### config.mk
export PLATFORM = sky130hd
export DESIGN_NAME = lst_timers
export DESIGN_NICKNAME = d
export VERILOG_FILES = /design/src/logic/lst_pkg.sv /design/src/logic/lst_timers.sv
export SDC_FILE = /design/constraint.sdc
export NUM_CORES = 1
export LEC_CHECK = 0
export ABC_AREA = 1
export BUFFER_PORTS_ARGS = -buffer_cell sky130_fd_sc_hd__buf_2
export CAP_MARGIN = 20
export CORE_ASPECT_RATIO = 0.9
export CORE_MARGIN = 2
export CORE_UTILIZATION = 31
export CTS_CLUSTER_SIZE = 14
export DETAILED_ROUTE_END_ITERATION = 16
export GPL_TIMING_DRIVEN = 0
export PLACE_DENSITY = 0.48
export SLEW_MARGIN = 40
export SYNTH_ARGS = -nofsm -noshare
export SYNTH_HDL_FRONTEND = slang
export SYNTH_SLANG_ARGS = --single-unit
### constraint.sdc
create_clock -name clk_sys -period 2.2 [get_ports clk_sys]
set_input_delay 0.11 -clock clk_sys [delete_from_list [all_inputs] [get_ports clk_sys]]
set_output_delay 0.11 -clock clk_sys [all_outputs]
set_load 0.05 [all_outputs]
### src/logic/lst_pkg.sv
// constants, types and helpers for the line state noise and state timers
package lst_pkg;

   // control bus addresses of the timer registers
   localparam logic [4:0] ADDR_NOISE_THRESHOLD      = 5'h0d;
   localparam logic [4:0] ADDR_NOISE_PRESCALE_THR   = 5'h0e;
   localparam logic [4:0] ADDR_NOISE_COUNT_SNAP     = 5'h0f;
   localparam logic [4:0] ADDR_NOISE_PRESCALE_SNAP  = 5'h10;
   localparam logic [4:0] ADDR_STATE_DURATION_THR   = 5'h11;
   localparam logic [4:0] ADDR_STATE_PRESCALE_THR   = 5'h12;
   localparam logic [4:0] ADDR_STATE_COUNT_SNAP     = 5'h13;
   localparam logic [4:0] ADDR_STATE_PRESCALE_SNAP  = 5'h14;

   // field layout of threshold and snapshot registers
   localparam int         COUNT_W       = 7;
   localparam int         PRESCALE_W    = 8;
   localparam int         CHANGE_FLAG_BIT = 7;

   // reset values
   localparam logic [6:0] COUNT_RST     = 7'h00;
   localparam logic [7:0] PRESCALE_RST  = 8'h00;
   localparam logic [7:0] UNMAPPED_READ = 8'h00;

   // timing: one timer step every 80 ns, derived from the 20 ns system clock
   localparam int         STEP_NS       = 80;
   localparam int         CLK_NS        = 20;
   localparam int         STEP_CYCLES   = (STEP_NS / CLK_NS < 1) ? 1 : STEP_NS / CLK_NS;

   // line state reported by the receive line state detector
   typedef enum logic [2:0] {
      halt_line_state,
      idle_line_state,
      master_line_state,
      quiet_line_state,
      no_signal_detect,
      active_line_state,
      noise_line_state,
      unknown_line_state
   } lst_ls_e;

   // states in which the noise timer is held and the state timer runs
   function automatic logic lst_is_quiet(input lst_ls_e ls);
      return (ls == halt_line_state) || (ls == idle_line_state) ||
             (ls == master_line_state) || (ls == quiet_line_state) ||
             (ls == no_signal_detect);
   endfunction

endpackage

### src/logic/lst_timers.sv
// line state noise timer and state duration timer with control bus registers
`timescale 1ns/100ps
`default_nettype none

// How it works
// - noise prescale at zero reloads and steps noise counter down once
// - both noise counters zero in noisy state reload both from thresholds
// - halt, idle, master, quiet or no signal hold noise counters at thresholds
// - writing either noise threshold loads both noise counters at once
// - change into noisy states keeps noise counters running, no reload
// - noise counter and prescale both zero raise the noise threshold event
// - noise count read gives counter snapshot low seven bits, change flag bit 7
// - writes to snapshot registers change nothing and raise write reject
// - noise prescale count read gives eight bit snapshot taken that cycle
// - state counter steps only with state prescale zero in quiet-type state
// - state counter and state prescale both reach zero after ((spt+1)*st+spt) steps of 80 ns
// - both state counters zero in quiet-type state reload both
// - change into quiet-type state restarts both state counters
// - writing either state threshold loads both state counters
// - state prescale at zero reloads from its threshold
// - active, noise or unknown line state freeze the state counter
// - state threshold holds seven bit start value in bits 0 to 6
// - top bit of state threshold reads zero, writes to it dropped
// - noise counter steps every 80*(npt+1) ns in noisy states
// - noise threshold holds seven bit start value in bits 0 to 6
// - state prescale steps every 80 ns only in quiet-type states
module lst_timers #(
   parameter int unsigned STEP_CYCLES = lst_pkg::STEP_CYCLES
) (
   input  wire logic            clk_sys,
   input  wire logic            sys_rst,
   input  wire lst_pkg::lst_ls_e line_state,
   input  wire logic            line_state_change,
   input  wire logic [4:0]      cb_addr,
   input  wire logic            cb_rd,
   input  wire logic            cb_wr,
   input  wire logic [7:0]      cb_wdata,
   output logic      [7:0]      cb_rdata,
   output logic                 noise_event_time_limit,
   output logic                 state_threshold_event,
   output logic                 write_command_reject_flag
);

   localparam int DIV_W = (STEP_CYCLES > 1) ? $clog2(STEP_CYCLES) : 1;
   localparam logic [DIV_W-1:0] DIV_LAST = DIV_W'(STEP_CYCLES - 1);

   generate
      if (STEP_CYCLES < 1) begin : g_bad_step
         $error("lst_timers: STEP_CYCLES must be at least 1");
      end
   endgenerate

   typedef struct packed {
      logic [6:0]       noise_threshold;
      logic [7:0]       noise_prescale_threshold;
      logic [6:0]       noise_count;
      logic [7:0]       noise_prescale_count;
      logic [6:0]       state_duration_threshold;
      logic [7:0]       state_prescale_threshold;
      logic [6:0]       state_count;
      logic [7:0]       state_prescale_count;
      logic             noise_counter_change_flag;
      logic             state_counter_change_flag;
      logic [DIV_W-1:0] div;
      logic [7:0]       rdata;
      logic             noise_hit;
      logic             state_hit;
      logic             reject;
   } lst_state_s;

   lst_state_s q;
   lst_state_s next_q;

   logic step;
   logic quiet;
   logic wr_noise_thr;
   logic wr_state_thr;
   logic wr_snap;
   logic rd_noise_snap;
   logic rd_state_snap;

   // one-cycle enable every 80 ns
   assign step  = (q.div == '0);
   assign quiet = lst_pkg::lst_is_quiet(line_state);

   assign wr_noise_thr  = cb_wr && (cb_addr == lst_pkg::ADDR_NOISE_THRESHOLD ||
                                    cb_addr == lst_pkg::ADDR_NOISE_PRESCALE_THR);
   assign wr_state_thr  = cb_wr && (cb_addr == lst_pkg::ADDR_STATE_DURATION_THR ||
                                    cb_addr == lst_pkg::ADDR_STATE_PRESCALE_THR);
   assign wr_snap       = cb_wr && (cb_addr == lst_pkg::ADDR_NOISE_COUNT_SNAP ||
                                    cb_addr == lst_pkg::ADDR_NOISE_PRESCALE_SNAP ||
                                    cb_addr == lst_pkg::ADDR_STATE_COUNT_SNAP ||
                                    cb_addr == lst_pkg::ADDR_STATE_PRESCALE_SNAP);
   assign rd_noise_snap = cb_rd && (cb_addr == lst_pkg::ADDR_NOISE_COUNT_SNAP);
   assign rd_state_snap = cb_rd && (cb_addr == lst_pkg::ADDR_STATE_COUNT_SNAP);

   always_comb begin
      next_q           = q;
      next_q.noise_hit = 1'b0;
      next_q.state_hit = 1'b0;
      next_q.div       = (q.div == DIV_LAST) ? '0 : q.div + 1'b1;

      if (cb_wr) begin
         if (cb_addr == lst_pkg::ADDR_NOISE_THRESHOLD) begin
            next_q.noise_threshold = cb_wdata[6:0];
         end else if (cb_addr == lst_pkg::ADDR_NOISE_PRESCALE_THR) begin
            next_q.noise_prescale_threshold = cb_wdata;
         end else if (cb_addr == lst_pkg::ADDR_STATE_DURATION_THR) begin
            next_q.state_duration_threshold = cb_wdata[6:0];
         end else if (cb_addr == lst_pkg::ADDR_STATE_PRESCALE_THR) begin
            next_q.state_prescale_threshold = cb_wdata;
         end
      end
      next_q.reject = wr_snap;

      // noise timer
      if (wr_noise_thr) begin
         // load from the freshly written values
         next_q.noise_count          = next_q.noise_threshold;
         next_q.noise_prescale_count = next_q.noise_prescale_threshold;
      end else if (quiet) begin
         next_q.noise_count          = q.noise_threshold;
         next_q.noise_prescale_count = q.noise_prescale_threshold;
      end else if (step) begin
         // noisy states keep counting from present values
         if (q.noise_count == '0 && q.noise_prescale_count == '0) begin
            next_q.noise_count          = q.noise_threshold;
            next_q.noise_prescale_count = q.noise_prescale_threshold;
            next_q.noise_hit            = 1'b1;
         end else if (q.noise_prescale_count == '0) begin
            next_q.noise_prescale_count = q.noise_prescale_threshold;
            next_q.noise_count          = q.noise_count - 1'b1;
         end else begin
            next_q.noise_prescale_count = q.noise_prescale_count - 1'b1;
         end
      end

      // state timer
      if (wr_state_thr) begin
         // load from the freshly written values
         next_q.state_count          = next_q.state_duration_threshold;
         next_q.state_prescale_count = next_q.state_prescale_threshold;
      end else if (quiet && line_state_change) begin
         next_q.state_count          = q.state_duration_threshold;
         next_q.state_prescale_count = q.state_prescale_threshold;
      end else if (quiet && step) begin
         // count down only in quiet-type states
         if (q.state_count == '0 && q.state_prescale_count == '0) begin
            next_q.state_count          = q.state_duration_threshold;
            next_q.state_prescale_count = q.state_prescale_threshold;
            next_q.state_hit            = 1'b1;
         end else if (q.state_prescale_count == '0) begin
            next_q.state_prescale_count = q.state_prescale_threshold;
            next_q.state_count          = q.state_count - 1'b1;
         end else begin
            next_q.state_prescale_count = q.state_prescale_count - 1'b1;
         end
      end
      // otherwise the state counters stand still

      // change flags: cleared by reading their register, a new change wins
      if (rd_noise_snap) begin
         next_q.noise_counter_change_flag = 1'b0;
      end
      if (rd_state_snap) begin
         next_q.state_counter_change_flag = 1'b0;
      end
      if (line_state_change) begin
         next_q.noise_counter_change_flag = 1'b1;
         next_q.state_counter_change_flag = 1'b1;
      end

      // read data, snapshots taken in the read cycle
      if (!cb_rd) begin
         next_q.rdata = q.rdata;
      end else if (cb_addr == lst_pkg::ADDR_NOISE_THRESHOLD) begin
         next_q.rdata = {1'b0, q.noise_threshold};
      end else if (cb_addr == lst_pkg::ADDR_NOISE_PRESCALE_THR) begin
         next_q.rdata = q.noise_prescale_threshold;
      end else if (cb_addr == lst_pkg::ADDR_NOISE_COUNT_SNAP) begin
         next_q.rdata = {q.noise_counter_change_flag, q.noise_count};
      end else if (cb_addr == lst_pkg::ADDR_NOISE_PRESCALE_SNAP) begin
         next_q.rdata = q.noise_prescale_count;
      end else if (cb_addr == lst_pkg::ADDR_STATE_DURATION_THR) begin
         next_q.rdata = {1'b0, q.state_duration_threshold};
      end else if (cb_addr == lst_pkg::ADDR_STATE_PRESCALE_THR) begin
         next_q.rdata = q.state_prescale_threshold;
      end else if (cb_addr == lst_pkg::ADDR_STATE_COUNT_SNAP) begin
         next_q.rdata = {q.state_counter_change_flag, q.state_count};
      end else if (cb_addr == lst_pkg::ADDR_STATE_PRESCALE_SNAP) begin
         next_q.rdata = q.state_prescale_count;
      end else begin
         next_q.rdata = lst_pkg::UNMAPPED_READ;
      end
   end

   always_ff @(posedge clk_sys or posedge sys_rst) begin
      if (sys_rst) begin
         q <= '0;
      end else begin
         q <= next_q;
      end
   end

   assign cb_rdata                  = q.rdata;
   assign noise_event_time_limit    = q.noise_hit;
   assign state_threshold_event     = q.state_hit;
   assign write_command_reject_flag = q.reject;

   noise_prescale_wrap_a: assert property (@(posedge clk_sys) disable iff (sys_rst)
      (step && !quiet && !wr_noise_thr && q.noise_prescale_count == 8'h00 &&
       q.noise_count != 7'h00) |=>
      (q.noise_prescale_count == $past(q.noise_prescale_threshold) &&
       q.noise_count == $past(q.noise_count) - 7'h01))
      else $error("noise prescale wrap did not reload and step");

   noise_expiry_a: assert property (@(posedge clk_sys) disable iff (sys_rst)
      (step && !quiet && !wr_noise_thr && q.noise_count == 7'h00 &&
       q.noise_prescale_count == 8'h00) |=>
      (noise_event_time_limit && q.noise_count == $past(q.noise_threshold)))
      else $error("noise expiry not flagged or not reloaded");

   noise_quiet_hold_a: assert property (@(posedge clk_sys) disable iff (sys_rst)
      (quiet && !wr_noise_thr) |=>
      (q.noise_count == $past(q.noise_threshold) &&
       q.noise_prescale_count == $past(q.noise_prescale_threshold)))
      else $error("noise counters not held at thresholds");

   noise_write_load_a: assert property (@(posedge clk_sys) disable iff (sys_rst)
      wr_noise_thr |=> (q.noise_count == q.noise_threshold &&
                        q.noise_prescale_count == q.noise_prescale_threshold))
      else $error("noise threshold write did not load counters");

   // no reload on change into noisy state, only the normal step
   noise_keep_count_a: assert property (@(posedge clk_sys) disable iff (sys_rst)
      (line_state_change && !quiet && !wr_noise_thr && q.noise_prescale_count != 8'h00) |=>
      (q.noise_prescale_count == $past(q.noise_prescale_count) - {7'h00, $past(step)} &&
       $stable(q.noise_count)))
      else $error("noise counters disturbed by line state change");

   noise_snap_read_a: assert property (@(posedge clk_sys) disable iff (sys_rst)
      rd_noise_snap |=> (cb_rdata[6:0] == $past(q.noise_count)))
      else $error("noise count snapshot mismatch");

   snap_write_reject_a: assert property (@(posedge clk_sys) disable iff (sys_rst)
      wr_snap |=> write_command_reject_flag ##1 (write_command_reject_flag == $past(wr_snap)))
      else $error("snapshot write not rejected");

   state_entry_load_a: assert property (@(posedge clk_sys) disable iff (sys_rst)
      (quiet && line_state_change && !wr_state_thr) |=>
      (q.state_count == $past(q.state_duration_threshold) &&
       q.state_prescale_count == $past(q.state_prescale_threshold)))
      else $error("state counters not restarted");

   state_freeze_a: assert property (@(posedge clk_sys) disable iff (sys_rst)
      (!quiet && !wr_state_thr) |=> $stable(q.state_count))
      else $error("state counter moved in noisy line state");

   state_thr_top_a: assert property (@(posedge clk_sys) disable iff (sys_rst)
      (cb_rd && cb_addr == lst_pkg::ADDR_STATE_DURATION_THR) |=> (cb_rdata[7] == 1'b0))
      else $error("state threshold top bit not zero");

endmodule

`default_nettype wire

== After elaboration in Yosys (flattened, before gate mapping) ==
Cells that the tools add are included.
Storage, ports and cells
  register bits after elaboration: 75
  output and inout bits: 11
Operators by class
  $add $sub $neg: 5
  equality and inequality tests: 13
  muxes and demuxes: 42
  reductions and logical operators: 32
Operators by type and width (number)
  $mux 15: 12
  $mux 8: 14
  $mux 7: 4
  $eq 5x5->1 const B: 5
  $logic_not 8->1: 2
  $sub 8x1->8 const B: 2
  $eq 5x4->1 const B: 3
  $logic_not 7->1: 2
  $sub 7x1->7 const B: 2
  $mux 1: 10
  $logic_and 1x1->1: 9
  $logic_or 1x1->1: 9
  $reduce_bool 4->1: 2
  $eq 3x2->1 const B: 2
  $reduce_bool 3->1: 2
  $mux 2: 2
  $reduce_and 2->1: 2
  $reduce_bool 2->1: 2
  $eq 3x1->1 const B: 1
  $eq 3x3->1 const B: 1
  $logic_not 3->1: 1
  $add 2x1->2 const B: 1
  $eq 2x2->1 const B: 1
  $logic_not 2->1: 1

== Longest topological paths before layout ==
  word-level depth: 9
  gate-level depth with buffers: 13
  mapped depth without buffers: 12

== Least setup slack after synthesis ==
OpenSTA, ideal clock, no wires.
  kind: register to register
  start: register q[45] (netlist bit)
  end: register q[52] (netlist bit)
  data arrival time: 1549 ps
  required time: 2084 ps
  path slack: 534 ps
  cell stages (with the launch flop): 11
  cell sequence: dfrtp_1 inv_1 ha_1 nand2_1 nor2_1 nor2_1 inv_1 a21oi_1 nand2_1 nand2_1 nand2_1
On the way
  cells in the longest elaborated chain, start to end: 6
Ends and longest elaborated chain
  start: declaration: RTL line lst_timers.sv:71  | lst_state_s q;
  start signal: assignment: RTL line lst_timers.sv:201  | q <= next_q;
  $sub 8x1->8 / $logic_not 8->1 (equally long branches): RTL line lst_timers.sv:134, lst_timers.sv:126, lst_timers.sv:130
  $mux 8 / $logic_and 1x1->1 (equally long branches): RTL line lst_timers.sv:130, lst_timers.sv:126
  $mux 15 (*): RTL line lst_timers.sv:126  | if (q.noise_count == '0 && q.noise_prescale_count == '0) begin
  $mux 15 (*): RTL line lst_timers.sv:124  | end else if (step) begin
  $mux 15 (*): RTL line lst_timers.sv:121  | end else if (quiet) begin
  $mux 15 (*): RTL line lst_timers.sv:117  | if (wr_noise_thr) begin
Every way passes the cells marked *; elsewhere a longest branch is shown, timed or not. The select of a mux whose other input is x is not followed.
A chain may end at the register's enable or synchronous reset.

== Worst setup path after layout ==
  start: register q[15] (netlist bit)
  end: register q[20] (netlist bit)
On the way
  cells in the longest elaborated chain, start to end: 6
Ends and longest elaborated chain
  $sub 8x1->8 / $logic_not 8->1 (equally long branches): RTL line lst_timers.sv:156, lst_timers.sv:148, lst_timers.sv:152
  $mux 8 / $logic_and 1x1->1 (equally long branches): RTL line lst_timers.sv:152, lst_timers.sv:148
  $mux 15 (*): RTL line lst_timers.sv:148  | if (q.state_count == '0 && q.state_prescale_count == '0) begin
  $mux 15 (*): RTL line lst_timers.sv:146  | end else if (quiet && step) begin
  $mux 15 (*): RTL line lst_timers.sv:143  | end else if (quiet && line_state_change) begin
  $mux 15 (*): RTL line lst_timers.sv:139  | if (wr_state_thr) begin
Marks and branches as above.

==> impl_metrics.toml <==
[synthesis]
ys_types = 29
synthTopCellsByArea = "dfrtp_1 36%, nand2_1 21%, nand3_1 9.3%"
synth_edf_count = 0
ys_top_cells_by_count = "284 x nand2_1, 110 x inv_1, 96 x nand3_1"
synth_top_cell_by_area = "dfrtp_1"
async_reset_ff_frac = 1.00
synth.top_cell.area_share = 0.362
ys_seq_area_frac = 0.362
netlist_area_sq_um = 5180
ys_seq_elements = 75
synth_nets = 829
synth_most_common_cell = "nand2_1"
yosys_warnings = 0
synthCells = 800
synth_ff_type = "dfrtp_1"
avgSynthCellArea_sq_um = 6.48

[grt]
grt_pass1_wl_mm = 26.6
grt_max_degree = 41
antenna_found_initial = 0
grt-ovfl-total = 0
grt_pass1_vias = 4800
grt_util_all_layers = 0.196

[worst_setup_path]
critPathKind = "reg -> reg"
required_ns = 2.43
start_kind = "flip-flop"
max_stage_delay_ns = 0.38
path_cells = "inv_1, ha_1, nand2_1, nor2_1, inv_1, nand2_1, buf_4, nand2_1, o21ai_0, nand2_1, nand2_1, nand2_1"
arrival_ns = 2.22
path_max_fanout = 10
critPathMostFrequentCell = "nand2_1"
end_kind = "flip-flop"
cp_slowest_cell = "dfrtp_1"

[floorplanning]
core-area_sq_um = 16200
start_util = 0.319
die_y_microns = 127
num_io_pins = 32
die_area_sq_um = 17800
rows = 44
die_w_microns = 140

[timing]
period_minus_slack_ns = 1.99
hold_violations = 0
rsz0062_at_grt = "no"
holdWs_ns = 0.0786
slew_headroom = 0.435
fin_crit_sh = 0.905
tns_ns = 0
setup_viol = 0
clock_skew_ns = 0.00790
tightestPinTransition_ns = 0.839
fmax_mhz = 502
report.final.slew_viol_count = 0

[cts]
insertion_delay_ns = 0.35
cts.sinks = 75
cts_tree = "yes"
htreeDepth = 3
cts.clk_slew.worst_paths_ns = 0.06
post_cts_buffers = 0
cts_max_path_buffers = 2
cts_root_buf = "clkbuf_16"
numCtsBuffers = 9

[status]
status = "finished, final reports clean"

[cells_and_area]
fill_cells = 1794
diodes = 0
syn_to_final_growth_pct = 14.6
drive_above_1_share = 0.111
fin_nets = 873
final_cells = 1056
post-route-util = 0.366

[detailed_routing]
vias = 5087
vias_per_cell = 4.82
drt_iter0_drc = 424
drtAntennaViolNets = 0
drc = 0
wire_per_inst_microns = 15.8
first_pass_iters = 5
drt_wl_total_mm = 16.7

[hold_path]
min_path_type = "in -> reg"

[job]
maxCapViolCount = 0

[power]
leakagePower_uw = 0.00318
total_power_uw = 5110
ir_drop_v = 0.000358
power_density_nw_per_um2 = 861

[placement]
place.port_buffers = 30
dpl.cell_count = 1038
dpl.hpwl_mm = 12.9
gp_congestion = 0.902
## layout by cell type, fill, tap and decap left out, types with 9 or more instances in the layout
cell type  synthesis  layout
buf_4             12      12
nand2_1          284     282
buf_2              8      38
nand3_1           96      96
o21ai_0           25      25
nor2_1            75      73
nand4_1           20      20
clkbuf_16          0       9
nor2_2             7       9
dfrtp_1           75      75
a21oi_1           24      24
inv_1            110     109
## metrics by stage
| step | area (sq um) | setup slack (ns) |
|---|---|---|
| final | 5940 | 0.209 |
| after global routing | 5940 | 0.0346 |
| after CTS | 5930 | 0.110 |
| after detailed placement | 5620 | 0.119 |
| after global placement | 5590 | -1.09 |
| after floorplan | 5180 | 0.180 |
## report_power, final
part / leakage (uW) / internal (uW) / switching [uW] / total (uW)
sequential: 0.000872 / 1670 / 333 / 2000
combinational: 0.00217 / 586 / 1040 / 1630
clock: 0.000146 / 887 / 593 / 1480
## flip-flops by register name (all words and copies together) (netlist names)
register,flops
cb_rdata,8
noise_event_time_limit,1
q,64
state_threshold_event,1
write_command_reject_flag,1
## cell type report
class	instances	area, sq um	share of cell area
inverter	115	437	0.0735
clock buffer	15	288	0.0484
sequential	75	1880	0.316
multi-input combinational	582	2710	0.456
timing repair buffer	33	190	0.0320
clock inverter	1	5.00	0.000842
tap	207	259	0.0436
buffer	28	175	0.0295
## cells by family (layout without fill, tap and decap cells)
kind of cell / Yosys count / in the layout / synth area share
xor+xnor: 12 / 12 / 0.0203
compound gates: 61 / 61 / 0.0623
simple gates: 501 / 501 / 0.419
flops: 75 / 75 / 0.362
fa+ha+maj: 8 / 8 / 0.0193
buf+inv: 143 / 192 / 0.117
## routing by layer
layer | part of all wire | global-route usage | vias to the layer above
met3 | 0.058 | 0.0374 | 21
met2 | 0.39 | 0.264 | 135
met1 | 0.53 | 0.313 | 2348
met4 | 0.017 | 0.0523 | 0
li1 | - | - | 2583
met5 | 0 | 0 | -
## worst max-delay path, delay by kind of cell (launching register included)
family	cells	cell delay, ns
AO/OA/AOI/OAI	1	0.07
buffers and inverters	3	0.42
flip-flops	1	0.38
AND/OR/NAND/NOR	7	0.75
adder cells (fa/ha/maj)	1	0.26
## worst paths after layout
kind	depth (start not counted)	to	startpoint	slack [ns]
worst min register to register	1	q[11]$_DFF_PP0_	q[11]$_DFF_PP0_	0.46
max in group asynchronous	4	q[21]$_DFFE_PP0P_	sys_rst	1.34
worst max register to register	12	q[20]$_DFFE_PP0P_	q[15]$_DFFE_PP0P_	0.21
min in group asynchronous	3	q[64]$_DFF_PP0_	sys_rst	0.32
worst max-delay path	12	q[20]$_DFFE_PP0P_	q[15]$_DFFE_PP0P_	0.21
worst min-delay path	3	q[73]$_DFF_PP0_	cb_wdata[5]	0.08
## repair_timing
action	4_1_cts	5_1_grt
hold endpoints to repair	41	0
resized for setup	0	4
hold buffers	2	0
endpoints found under the setup margin	0	17
Power figures use the tool's default switching activity.
